$ cat config.mk
export PLATFORM = sky130hd
export DESIGN_NAME = boundary_scan_instruction_logic
export DESIGN_NICKNAME = d
export VERILOG_FILES = /design/src/core/boundary_scan_instruction_logic.v /design/src/core/sync2.v
export VERILOG_INCLUDE_DIRS = /design/src /design/src/core
export SDC_FILE = /design/constraint.sdc
export NUM_CORES = 1
export LEC_CHECK = 0
export BUFFER_PORTS_ARGS = -buffer_cell sky130_fd_sc_hd__buf_2
export CORE_MARGIN = 2
export CORE_UTILIZATION = 23
export CTS_BUF_LIST = sky130_fd_sc_hd__clkbuf_4 sky130_fd_sc_hd__clkbuf_8
export DETAILED_ROUTE_END_ITERATION = 12
export PLACE_DENSITY = 0.43
export SYNTH_ARGS = -nofsm -noshare
export SYNTH_HDL_FRONTEND = slang
export SYNTH_SLANG_ARGS = --single-unit
$ cat constraint.sdc
create_clock -name mclk -period 1.7 [get_ports mclk]
set_input_delay 0.34 -clock mclk [delete_from_list [all_inputs] [get_ports mclk]]
set_output_delay 0.34 -clock mclk [all_outputs]
set_load 0.02 [all_outputs]
$ cat src/core/scan_port_map.vh
// constants for the boundary-scan instruction logic
// assumes inclusion by the scan port design and bench files
`ifndef SCAN_PORT_MAP_VH
`define SCAN_PORT_MAP_VH
`define OP_EXTEST 4'h0
`define OP_SAMPLE 4'h1
`define OP_IDLOAD 4'h2
`define OP_FLOAT 4'h3
`define OP_CLAMP 4'h8
`define OP_CAPTURE 4'hD
`define OP_BYPASS 4'hF
`define IR_WIDTH 4
`define ID_WIDTH 32
`define ID_REV_HI 31
`define ID_REV_LO 28
`define ID_PART_HI 27
`define ID_PART_LO 12
`define ID_MFR_HI 11
`define ID_MFR_LO 1
`define ID_MARK_BIT 0
`define ID_REV_VAL 4'h1 // arbitrary value
`define ID_PART_WIDE 16'h0A01 // arbitrary value
`define ID_PART_NARROW 16'h0A02 // arbitrary value
`define ID_MFR_VAL 11'h055 // arbitrary value
`define TAP_TLR 4'h0
`define TAP_RTI 4'h1
`define TAP_SDR 4'h2
`define TAP_CDR 4'h3
`define TAP_SHDR 4'h4
`define TAP_E1DR 4'h5
`define TAP_PDR 4'h6
`define TAP_E2DR 4'h7
`define TAP_UDR 4'h8
`define TAP_SIR 4'h9
`define TAP_CIR 4'hA
`define TAP_SHIR 4'hB
`define TAP_E1IR 4'hC
`define TAP_PIR 4'hD
`define TAP_E2IR 4'hE
`define TAP_UIR 4'hF
`endif

$ cat src/core/boundary_scan_instruction_logic.v
// boundary-scan tap: controller, instruction decode, id, bypass, boundary cells
// assumes the test clock is far slower than mclk (800 ns vs 100 ns)
`timescale 1ns/1ps
`include "scan_port_map.vh"
// Operation
// - id bit 0 is constant one
// - id bits 31:28 hold revision
// - id bits 27:12 part code per width
// - id bits 11:1 manufacturer code
// - extest drives cells, chain selected
// - sample captures pins, chain selected
// - sample also shifts tdi into cells (no separate preload)
// - idload captures id, id selected
// - float: bypass selected, outputs high-z
// - clamp drives cells, bypass selected
// - capture-ir loads 1101
// - bypass opcode selects one bit
// - cells cover all functional pins
// - self reset at power-up, trst optional
module boundary_scan_instruction_logic #(
	parameter NIN = 8,
	parameter NOUT = 8,
	parameter WIDE_ORG = 1'b1
) (
	input wire mclk,
	input wire rstn,
	input wire tck,
	input wire tms,
	input wire tdi,
	input wire trst_n,
	input wire [NIN-1:0] core_in,
	input wire [NOUT-1:0] core_out,
	input wire [NOUT-1:0] core_oe,
	output reg tdo_ff,
	output reg tdo_oe_ff,
	output reg [NIN-1:0] pin_in_ff,
	output reg [NOUT-1:0] pin_out_ff,
	output reg [NOUT-1:0] pin_oe_ff,
	output reg [`IR_WIDTH-1:0] ir_ff,
	output reg [3:0] tap_state_ff
);
// chain runs from tdo: input cells, output data cells, enable cells
localparam NB = NIN + 2 * NOUT;
wire tck_s;
wire tms_s;
wire tdi_s;
wire trst_s;
reg tck_d_ff;
reg [NB-1:0] cell_shift_ff;
reg [NB-1:0] cell_upd_ff;
reg [`ID_WIDTH-1:0] id_shift_ff;
reg [`IR_WIDTH-1:0] ir_shift_ff;
reg byp_ff;
reg [3:0] nxt_state;
reg [`IR_WIDTH-1:0] nxt_ir;
reg sel_chain;
reg sel_id;
reg drive_cells;
reg float_all;
reg nxt_tdo;
wire rise;
wire fall;
wire [`ID_WIDTH-1:0] id_word;
wire [15:0] part_code;
wire [NB-1:0] pins_now;
assign part_code = WIDE_ORG ? `ID_PART_WIDE : `ID_PART_NARROW;
assign id_word = {`ID_REV_VAL, part_code, `ID_MFR_VAL, 1'b1};
// every functional pin has a cell
assign pins_now = {core_oe, core_out, core_in};
sync2 #(.RST_VAL(1'b0)) u_tck (.mclk(mclk), .rstn(rstn), .d(tck), .q_ff(tck_s));
sync2 #(.RST_VAL(1'b1)) u_tms (.mclk(mclk), .rstn(rstn), .d(tms), .q_ff(tms_s));
sync2 #(.RST_VAL(1'b1)) u_tdi (.mclk(mclk), .rstn(rstn), .d(tdi), .q_ff(tdi_s));
sync2 #(.RST_VAL(1'b1)) u_trst (.mclk(mclk), .rstn(rstn), .d(trst_n), .q_ff(trst_s));
// edges seen three mclk edges late, so tck must stay far slower
assign rise = tck_s & ~tck_d_ff;
assign fall = ~tck_s & tck_d_ff;
always @* begin
	sel_chain = 1'b0;
	sel_id = 1'b0;
	drive_cells = 1'b0;
	float_all = 1'b0;
	case (ir_ff)
		`OP_EXTEST: begin
			sel_chain = 1'b1;
			drive_cells = 1'b1;
		end
		`OP_SAMPLE: sel_chain = 1'b1;
		`OP_IDLOAD: sel_id = 1'b1;
		`OP_FLOAT: float_all = 1'b1;
		`OP_CLAMP: drive_cells = 1'b1;
		default: sel_chain = 1'b0;
	endcase
end
always @* begin
	nxt_state = tap_state_ff;
	case (tap_state_ff)
		`TAP_TLR: nxt_state = tms_s ? `TAP_TLR : `TAP_RTI;
		`TAP_RTI: nxt_state = tms_s ? `TAP_SDR : `TAP_RTI;
		`TAP_SDR: nxt_state = tms_s ? `TAP_SIR : `TAP_CDR;
		`TAP_CDR: nxt_state = tms_s ? `TAP_E1DR : `TAP_SHDR;
		`TAP_SHDR: nxt_state = tms_s ? `TAP_E1DR : `TAP_SHDR;
		`TAP_E1DR: nxt_state = tms_s ? `TAP_UDR : `TAP_PDR;
		`TAP_PDR: nxt_state = tms_s ? `TAP_E2DR : `TAP_PDR;
		`TAP_E2DR: nxt_state = tms_s ? `TAP_UDR : `TAP_SHDR;
		`TAP_UDR: nxt_state = tms_s ? `TAP_SDR : `TAP_RTI;
		`TAP_SIR: nxt_state = tms_s ? `TAP_TLR : `TAP_CIR;
		`TAP_CIR: nxt_state = tms_s ? `TAP_E1IR : `TAP_SHIR;
		`TAP_SHIR: nxt_state = tms_s ? `TAP_E1IR : `TAP_SHIR;
		`TAP_E1IR: nxt_state = tms_s ? `TAP_UIR : `TAP_PIR;
		`TAP_PIR: nxt_state = tms_s ? `TAP_E2IR : `TAP_PIR;
		`TAP_E2IR: nxt_state = tms_s ? `TAP_UIR : `TAP_SHIR;
		`TAP_UIR: nxt_state = tms_s ? `TAP_SDR : `TAP_RTI;
		default: nxt_state = `TAP_TLR;
	endcase
end
// instruction moves only when leaving update-ir or in reset
always @* begin
	nxt_ir = ir_ff;
	if (tap_state_ff == `TAP_TLR)
		nxt_ir = `OP_BYPASS;
	else if (tap_state_ff == `TAP_UIR)
		nxt_ir = ir_shift_ff;
end
// tdo source chosen by state and instruction
always @* begin
	if (tap_state_ff == `TAP_SHIR)
		nxt_tdo = ir_shift_ff[0];
	else if (sel_chain)
		nxt_tdo = cell_shift_ff[0];
	else if (sel_id)
		nxt_tdo = id_shift_ff[0];
	else
		nxt_tdo = byp_ff;
end
// mclk reset covers power-up; trst only shortens it
always @(posedge mclk or negedge rstn) begin
	if (!rstn) begin
		tck_d_ff <= 1'b0;
		tap_state_ff <= `TAP_TLR;
		ir_ff <= `OP_BYPASS;
		ir_shift_ff <= `OP_CAPTURE;
		id_shift_ff <= 32'h00000000;
		cell_shift_ff <= {NB{1'b0}};
		cell_upd_ff <= {NB{1'b0}};
		byp_ff <= 1'b0;
		tdo_ff <= 1'b0;
		tdo_oe_ff <= 1'b0;
	end else begin
		tck_d_ff <= tck_s;
		if (!trst_s) begin
			tap_state_ff <= `TAP_TLR;
			ir_ff <= `OP_BYPASS;
			tdo_oe_ff <= 1'b0;
		end else if (rise) begin
			tap_state_ff <= nxt_state;
			ir_ff <= nxt_ir;
			case (tap_state_ff)
				`TAP_CIR: ir_shift_ff <= `OP_CAPTURE;
				`TAP_SHIR: ir_shift_ff <= {tdi_s, ir_shift_ff[`IR_WIDTH-1:1]};
				`TAP_CDR: begin
					byp_ff <= 1'b0;
					if (sel_chain)
						cell_shift_ff <= pins_now;
					if (sel_id)
						id_shift_ff <= id_word;
				end
				`TAP_SHDR: begin
					byp_ff <= tdi_s;
					if (sel_chain)
						cell_shift_ff <= {tdi_s, cell_shift_ff[NB-1:1]};
					if (sel_id)
						id_shift_ff <= {tdi_s, id_shift_ff[`ID_WIDTH-1:1]};
				end
				`TAP_UDR: begin
					if (sel_chain)
						cell_upd_ff <= cell_shift_ff;
				end
				default: byp_ff <= byp_ff;
			endcase
		end else if (fall) begin
			// tdo moves on falling tck, settled well before the next rise
			tdo_ff <= nxt_tdo;
			tdo_oe_ff <= (tap_state_ff == `TAP_SHIR) || (tap_state_ff == `TAP_SHDR);
		end
	end
end
always @(posedge mclk or negedge rstn) begin
	if (!rstn) begin
		pin_in_ff <= {NIN{1'b0}};
		pin_out_ff <= {NOUT{1'b0}};
		pin_oe_ff <= {NOUT{1'b0}};
	end else begin
		pin_in_ff <= drive_cells ? cell_upd_ff[NIN-1:0] : core_in;
		pin_out_ff <= drive_cells ? cell_upd_ff[NIN+NOUT-1:NIN] : core_out;
		if (float_all)
			pin_oe_ff <= {NOUT{1'b0}};
		else if (drive_cells)
			pin_oe_ff <= cell_upd_ff[NB-1:NIN+NOUT];
		else
			pin_oe_ff <= core_oe;
	end
end
endmodule

$ cat src/core/sync2.v
// two-flop synchroniser for a level from outside the mclk domain
// assumes mclk and rstn of the host design
`timescale 1ns/1ps
module sync2 #(
	parameter RST_VAL = 1'b0
) (
	input wire mclk,
	input wire rstn,
	input wire d,
	output reg q_ff
);
reg meta_ff;
always @(posedge mclk or negedge rstn) begin
	if (!rstn) begin
		meta_ff <= RST_VAL;
		q_ff <= RST_VAL;
	end else begin
		meta_ff <= d;
		q_ff <= meta_ff;
	end
end
endmodule

Word level (Yosys, flattened, before mapping)
Index checks and enable logic that the tools add are counted.
{"block": "word_totals", "register_bits": 128, "latchBits": 0, "ram_bits": 0, "rom_bits": 0, "inputBits": 30, "out_inout_bits": 34, "word_cells": 112, "memories": 0}
{"block": "classes", "add_sub_neg": 0, "mul": 0, "div_mod_pow": 0, "n_lt_le_gt_ge": 0, "n_eq_ne": 27, "n_shift": 0, "muxes": 41, "n_bitwise": 5, "n_reduce_logical": 18}
{"cell": "$mux W32", "n": 2}
{"cell": "$pmux W32 S2", "n": 1}
{"cell": "$mux W24", "n": 2}
{"cell": "$pmux W24 S2", "n": 1}
{"cell": "$pmux W4 S12", "n": 1}
{"cell": "$mux W4", "n": 10}
{"cell": "$eq A4 B4 Y1 const B", "n": 9}
{"cell": "$mux W8", "n": 4}
{"cell": "$eq A4 B2 Y1 const B", "n": 4}
{"cell": "$eq A4 B3 Y1 const B", "n": 4}
{"cell": "$ne A2 B2 Y1 const B", "n": 7}
{"cell": "$mux W1", "n": 13}
{"cell": "$reduce_and A5 Y1", "n": 2}
{"cell": "$reduce_and A3 Y1", "n": 3}
{"cell": "$eq A4 B1 Y1 const B", "n": 2}
{"cell": "$logic_not A4 Y1", "n": 2}
{"cell": "$pmux W4 S2", "n": 1}
{"cell": "$reduce_or A2 Y1", "n": 4}
{"cell": "$mux W2", "n": 3}
{"cell": "$mux W3", "n": 2}
{"cell": "$reduce_and A2 Y1", "n": 2}
{"cell": "$reduce_and A4 Y1", "n": 1}
{"cell": "$reduce_bool A2 Y1", "n": 2}
{"cell": "$ne A3 B3 Y1 const B", "n": 1}
{"cell": "other kinds (5)", "n": 8}

Logic depth before layout (Yosys ltp)
{"block": "logic_depth", "word_depth": 5, "mapped_depth": 6, "depth_no_buf": 4}

Modules after synthesis
Synthesis repeated with hierarchy kept, for this count alone.
{"block": "unflattened", "hier_cells": 522, "area_unflattened_um2": 5445.2}
{"mod": "boundary_scan_instruction_logic", "n_inst": 1, "cells_per_inst": 514, "area_each_um2": 5237.5, "seq_area_each_um2": 3011.6}
{"mod": "sync2 (u_tdi ...)", "n_inst": 3, "cells_per_inst": 2, "area_each_um2": 52.6, "seq_area_each_um2": 52.6}
{"mod": "sync2 (u_tck)", "n_inst": 1, "cells_per_inst": 2, "area_each_um2": 50.0, "seq_area_each_um2": 50.0}

Worst setup path after synthesis
Ideal clock, no wire load.
{"block": "synth_timing", "path_kind": "register to register", "from": "register ir_ff[1]", "to": "register id_shift_ff[12]", "setup_time_ns": 0.119, "arrival_ns": 1.874, "required_ns": 1.581, "slack_ns": -0.293, "stages_incl_launch_ff": 6, "n_path_buf": 1, "synth_period_minus_slack_ns": 1.993, "cell_sequence": "dfstp_2 > or4b_4 > a2111o_1 > buf_6 > nor3_2 > nor2_1"}
{"block": "synth_between", "elab_chain_cells": 4, "word_cells_on_any_way": 5, "classes_between": "eq/ne (3); mux (1); reduce/logical (1)"}
{"element": "start, declared", "line_no": "boundary_scan_instruction_logic.v:39", "source": "output reg [`IR_WIDTH-1:0] ir_ff,"}
{"element": "start signal, assigned", "line_no": "boundary_scan_instruction_logic.v:140", "source": "ir_ff <= `OP_BYPASS;"}
{"element": "start signal, assigned", "line_no": "boundary_scan_instruction_logic.v:152", "source": "ir_ff <= `OP_BYPASS;"}
{"element": "start signal, assigned", "line_no": "boundary_scan_instruction_logic.v:156", "source": "ir_ff <= nxt_ir;"}
{"element": "$eq A4 B2 Y1 (*)", "line_no": "boundary_scan_instruction_logic.v:82", "source": "case (ir_ff)"}
{"element": "$mux W1 (*)", "line_no": "boundary_scan_instruction_logic.v:82"}
{"element": "$ne A2 B2 Y1 (no source line)"}
{"element": "$reduce_and A5 Y1 (no source line) (*)"}
{"element": "end signal, assigned", "line_no": "boundary_scan_instruction_logic.v:165", "source": "id_shift_ff <= id_word;"}
{"element": "end signal, assigned", "line_no": "boundary_scan_instruction_logic.v:172", "source": "id_shift_ff <= {tdi_s, id_shift_ff[`ID_WIDTH-1:1]};"}
{"element": "end, declared", "line_no": "boundary_scan_instruction_logic.v:51", "source": "reg [`ID_WIDTH-1:0] id_shift_ff;"}
Every way passes the cells marked *; elsewhere a longest branch is shown, timed or not.
A chain may end at the register's enable or synchronous reset.

Worst setup path in the final report
{"block": "layout_timing", "from": "register ir_ff[1]", "to": "register id_shift_ff[21]"}
The elaborated chain is that of the path after synthesis.

==> metrics.md <==
| Metric | Value |
|---|---|
| Outcome | `finished, violations left` |
| Failing checks | `negative setup slack` |
| Worst setup EP type | `register` |
| Global placer's final weighted congestion | `~0.79` |
| Layer with the highest usage | `met2` |
| Placed wire-length estimate | `~8800 um` |
| Worst slew pin tran | `roughly 0.38 ns` |
| Dpl cells | `around 940` |
| CTS tree | `done` |
| Synth-to-Final Area Change | `35.6%` |
| Critical-path cell list | `or4b_4, buf_6, a2111oi_4, buf_4, clkbuf_16, nor2_1, nor2_1` |
| Largest net degree at the start of global routing | `49` |
| Nets@finish | `just under 700` |
| CTS clock-pin slew for the worst setup and hold paths | `0.08 ns` |
| Via/cell ratio | `around 4.4` |
| M1 GR Usage | `0.151` |
| Worst Hold Path Cells | `3` |
| First-pass GRT wire length | `22200 um` |
| Width of the chip | `158 um` |
| Dominant cell type by area after synthesis | `dfrtp_1` |
| RSZ-0062 raised after global routing | `true` |
| Final wirelength | `~14000 um` |
| Fin crit share | `1.11` |
| Crit path buffers/inverters | `3` |
| H-tree depth | `4` |
| Met2 Track Usage GR | `0.181` |
| Netlist Area Pre-Place | `0.00545 mm^2` |
| R2r endpoint | `id_shift_ff[21]$_DFFE_PN0P_` |
| Required time worst endpoint | `just over 2 ns` |
| Worst min path class | `primary input to register` |
| Clock sink count | `between 100 and 150` |
| I/O pin cnt | `64` |
| Worst Hold Launch | `core_in[4]` |
| Top-area cell type share of the netlist area | `0.528` |
| Reg2reg path depth | `7` |
| Crit path arrival time | `roughly 2.3 ns` |
| Wire length per cell | `roughly 14 um` |
| Avg Inst Size Synth | `9.84 um^2` |
| Vias | `approximately 4300` |
| Clock Latency Late Sink | `between 0.4 and 0.5 ns` |
| Cell Count, Final, Fillers Out | `991` |
| Vias in the first global route | `between 4000 and 5000` |
| Relative slew slack | `0.739` |
| PortBufs | `63` |
| WHS Endpoint | `pin_in_ff[4]$_DFF_PN0_` |
| CP Class | `register to register` |
| Layout cells sized above 1 | `0.339` |
| Reg2Reg Setup Slack | `-0.18 ns` |
| CP max FO | `16` |
| Root buf cell | `clkbuf_8` |
| Post-synth EDFFs | `0` |
| Initial antenna violation count | `0` |
| Site row count | `56` |
| Drt first-iter violations | `270` |
| CTS max path bufs | `2` |
| Family with the most delay on the worst path | `simple AND/OR/NAND/NOR gates` |
| Max Fclk | `around 530 MHz` |
| Synth area leaders | `dfrtp_1 (53%), nand2_1 (11%), dfstp_2 (6.3%)` |
| Die Area | `0.0250 mm^2` |
| # setup viols final | `between 80 and 90` |
| Register area share after synthesis | `0.590` |
| Synth warn | `0` |
| Max-Cap Viols | `0` |
| Synth cell types | `between 40 and 50` |
| Chip height | `about 160 um` |
| Top_reg_cell synth | `dfrtp_1` |
| Remaining global-route overflow | `0` |
| Total CTS buffers | `17` |
| Max Slew Vio Count | `0` |
| Most used cell, CP | `nor2_1` |
| Drc violations | `0` |
| Power, Total | `between 6000 and 7000 uW` |
| VDD IR-drop max | `0.000419 V` |
| Worst Skew | `0.0181 ns` |
| Fillers | `2440` |
| Post-route ant nets | `0` |
| Critical register-to-register path startpoint | `ir_ff[1]$_DFFE_PN1P_` |
| GRT met3 Usage | `0.0328` |
| Mapped Nets | `584` |
| Fin. Hold Viols | `0` |
| Static leakage | `approximately 0.0034 uW` |
| Critical path's largest stage delay | `0.54 ns` |
| Minimum clock period | `approximately 1.9 ns` |
| All-layer global routing usage | `0.115` |
| #FFs+latches synth | `~130` |
| Starting density of the core | `0.233` |
| PnR worst setup slack | `-0.179 ns` |
| Worst path slowest cell | `dfstp_2` |
| Cell Pwr Density | `856 mW/mm^2` |
| Nature of the critical path startpoint | `register` |
| Synthesized instance count | `around 550` |
| Core area | `approximately 0.023 mm^2` |
| Pre-Repair DR Iteration Count | `5` |
| Antenna cells | `0` |
| Async SR Flop Fraction | `1.00` |
tightest hold or removal path, stage by stage:
cell,delay [ns]
buf_2,0.09
nand2_1,0.04
nand2_1,0.05
layer usage:
metal  share of wire  vias to the layer above
li1                -                     2074
met1            0.48                     2138
met2            0.47                       95
met3           0.044                       11
met4          0.0089                        0
met5               0                        -
state kept, by name (all words and copies together), names as in the netlist, 4 cells and up:
name and count:
ir_ff 4, pin_out_ff 8, cell_upd_ff 24, pin_in_ff 8
cell_shift_ff 24, ir_shift_ff 4, pin_oe_ff 8, id_shift_ff 32
tap_state_ff 4
synthesized netlist by cell type (4+ instances only):
cell	instances
nand2_1	163
nor3_1	10
buf_4	5
buf_2	11
nor2_1	58
nor2b_1	4
nor3_2	7
dfstp_2	13
clkbuf_1	20
nand3_1	24
mux2_1	20
o21ai_0	15
a21oi_1	15
a31oi_1	27
dfrtp_1	115
mux2_2	6
worst max path at each step:
stage / depth (start not counted) / end / slack, ns / startpoint
3_3_place_gp: 5 / id_shift_ff[28]$_DFFE_PN0P_ / -0.19 / ir_ff[1]$_DFFE_PN1P_
6_report: 7 / id_shift_ff[21]$_DFFE_PN0P_ / -0.18 / ir_ff[1]$_DFFE_PN1P_
2_1_floorplan: 5 / id_shift_ff[12]$_DFFE_PN0P_ / -0.23 / ir_ff[1]$_DFFE_PN1P_
3_5_place_dp: 5 / id_shift_ff[28]$_DFFE_PN0P_ / -0.21 / ir_ff[1]$_DFFE_PN1P_
4_1_cts: 5 / id_shift_ff[28]$_DFFE_PN0P_ / -0.18 / ir_ff[1]$_DFFE_PN1P_
5_1_grt: 7 / id_shift_ff[5]$_DFFE_PN0P_ / -0.26 / ir_ff[1]$_DFFE_PN1P_
placed cells by master, fill, tap and decap left out, types with 9 or more instances in the layout:
master    Yosys  routed
mux2_4        0      20
nor2_1       58      37
clkbuf_8      0      21
nor2_2        0      13
nor3_2        7       9
o21ai_0      15      11
nand2_1     163     163
buf_2        11      59
buf_4         5      34
nand3_1      24      24
a31oi_1      27      27
a21oi_1      15      14
dfstp_2      13      13
buf_12        0      12
dfrtp_1     115     115
where the power goes:
group	internal, uW	switching (uW)	total, uW
combinational	127	214	341
clock	1620	1260	2880
sequential	3100	17.7	3110
repair_timing:
action                                  in CTS  in global routing
gates cloned                                 1                  7
endpoints found under the setup margin      82                 91
setup buffers                                3                  3
hold endpoints to repair                    27                  0
resized for setup                           30                 53
hold buffers                                 5                  0
pin swaps                                    0                  5
metrics by stage:
stage | hold slack, ns | cell area (um^2) | setup WS [ns] | util | TNS, ns
after floorplan | 0.0444 | 5480 | -0.235 | - | -14.55
after global placement | 0.301 | 6470 | -0.188 | 0.276 | -6.62
after detailed placement | 0.304 | 6470 | -0.213 | 0.276 | -7.94
after CTS | 0.0770 | 7120 | -0.182 | 0.304 | -10.81
after global routing | 0.0823 | 7390 | -0.258 | 0.316 | -14.83
final | 0.113 | 7390 | -0.179 | 0.316 | -9.82
cell type report:
cell class	instances	area, um^2	area share
sequential	128	3220	0.435
multi-input combinational	386	2260	0.305
timing repair buffer	123	1070	0.144
tap	319	399	0.0540
clock buffer	21	289	0.0391
clock inverter	11	150	0.0203
inverter	3	11.3	0.00152
kinds of logic (layout without fill, tap and decap cells):
| family | Yosys count | count (layout) | share of synthesized area |
|---|---|---|---|
| compound gates | 73 | 73 | 0.0869 |
| buf+inv | 40 | 158 | 0.0349 |
| flops | 128 | 128 | 0.590 |
| mux | 26 | 26 | 0.0537 |
| simple gates | 287 | 287 | 0.234 |
Power figures use the tool's default switching activity.
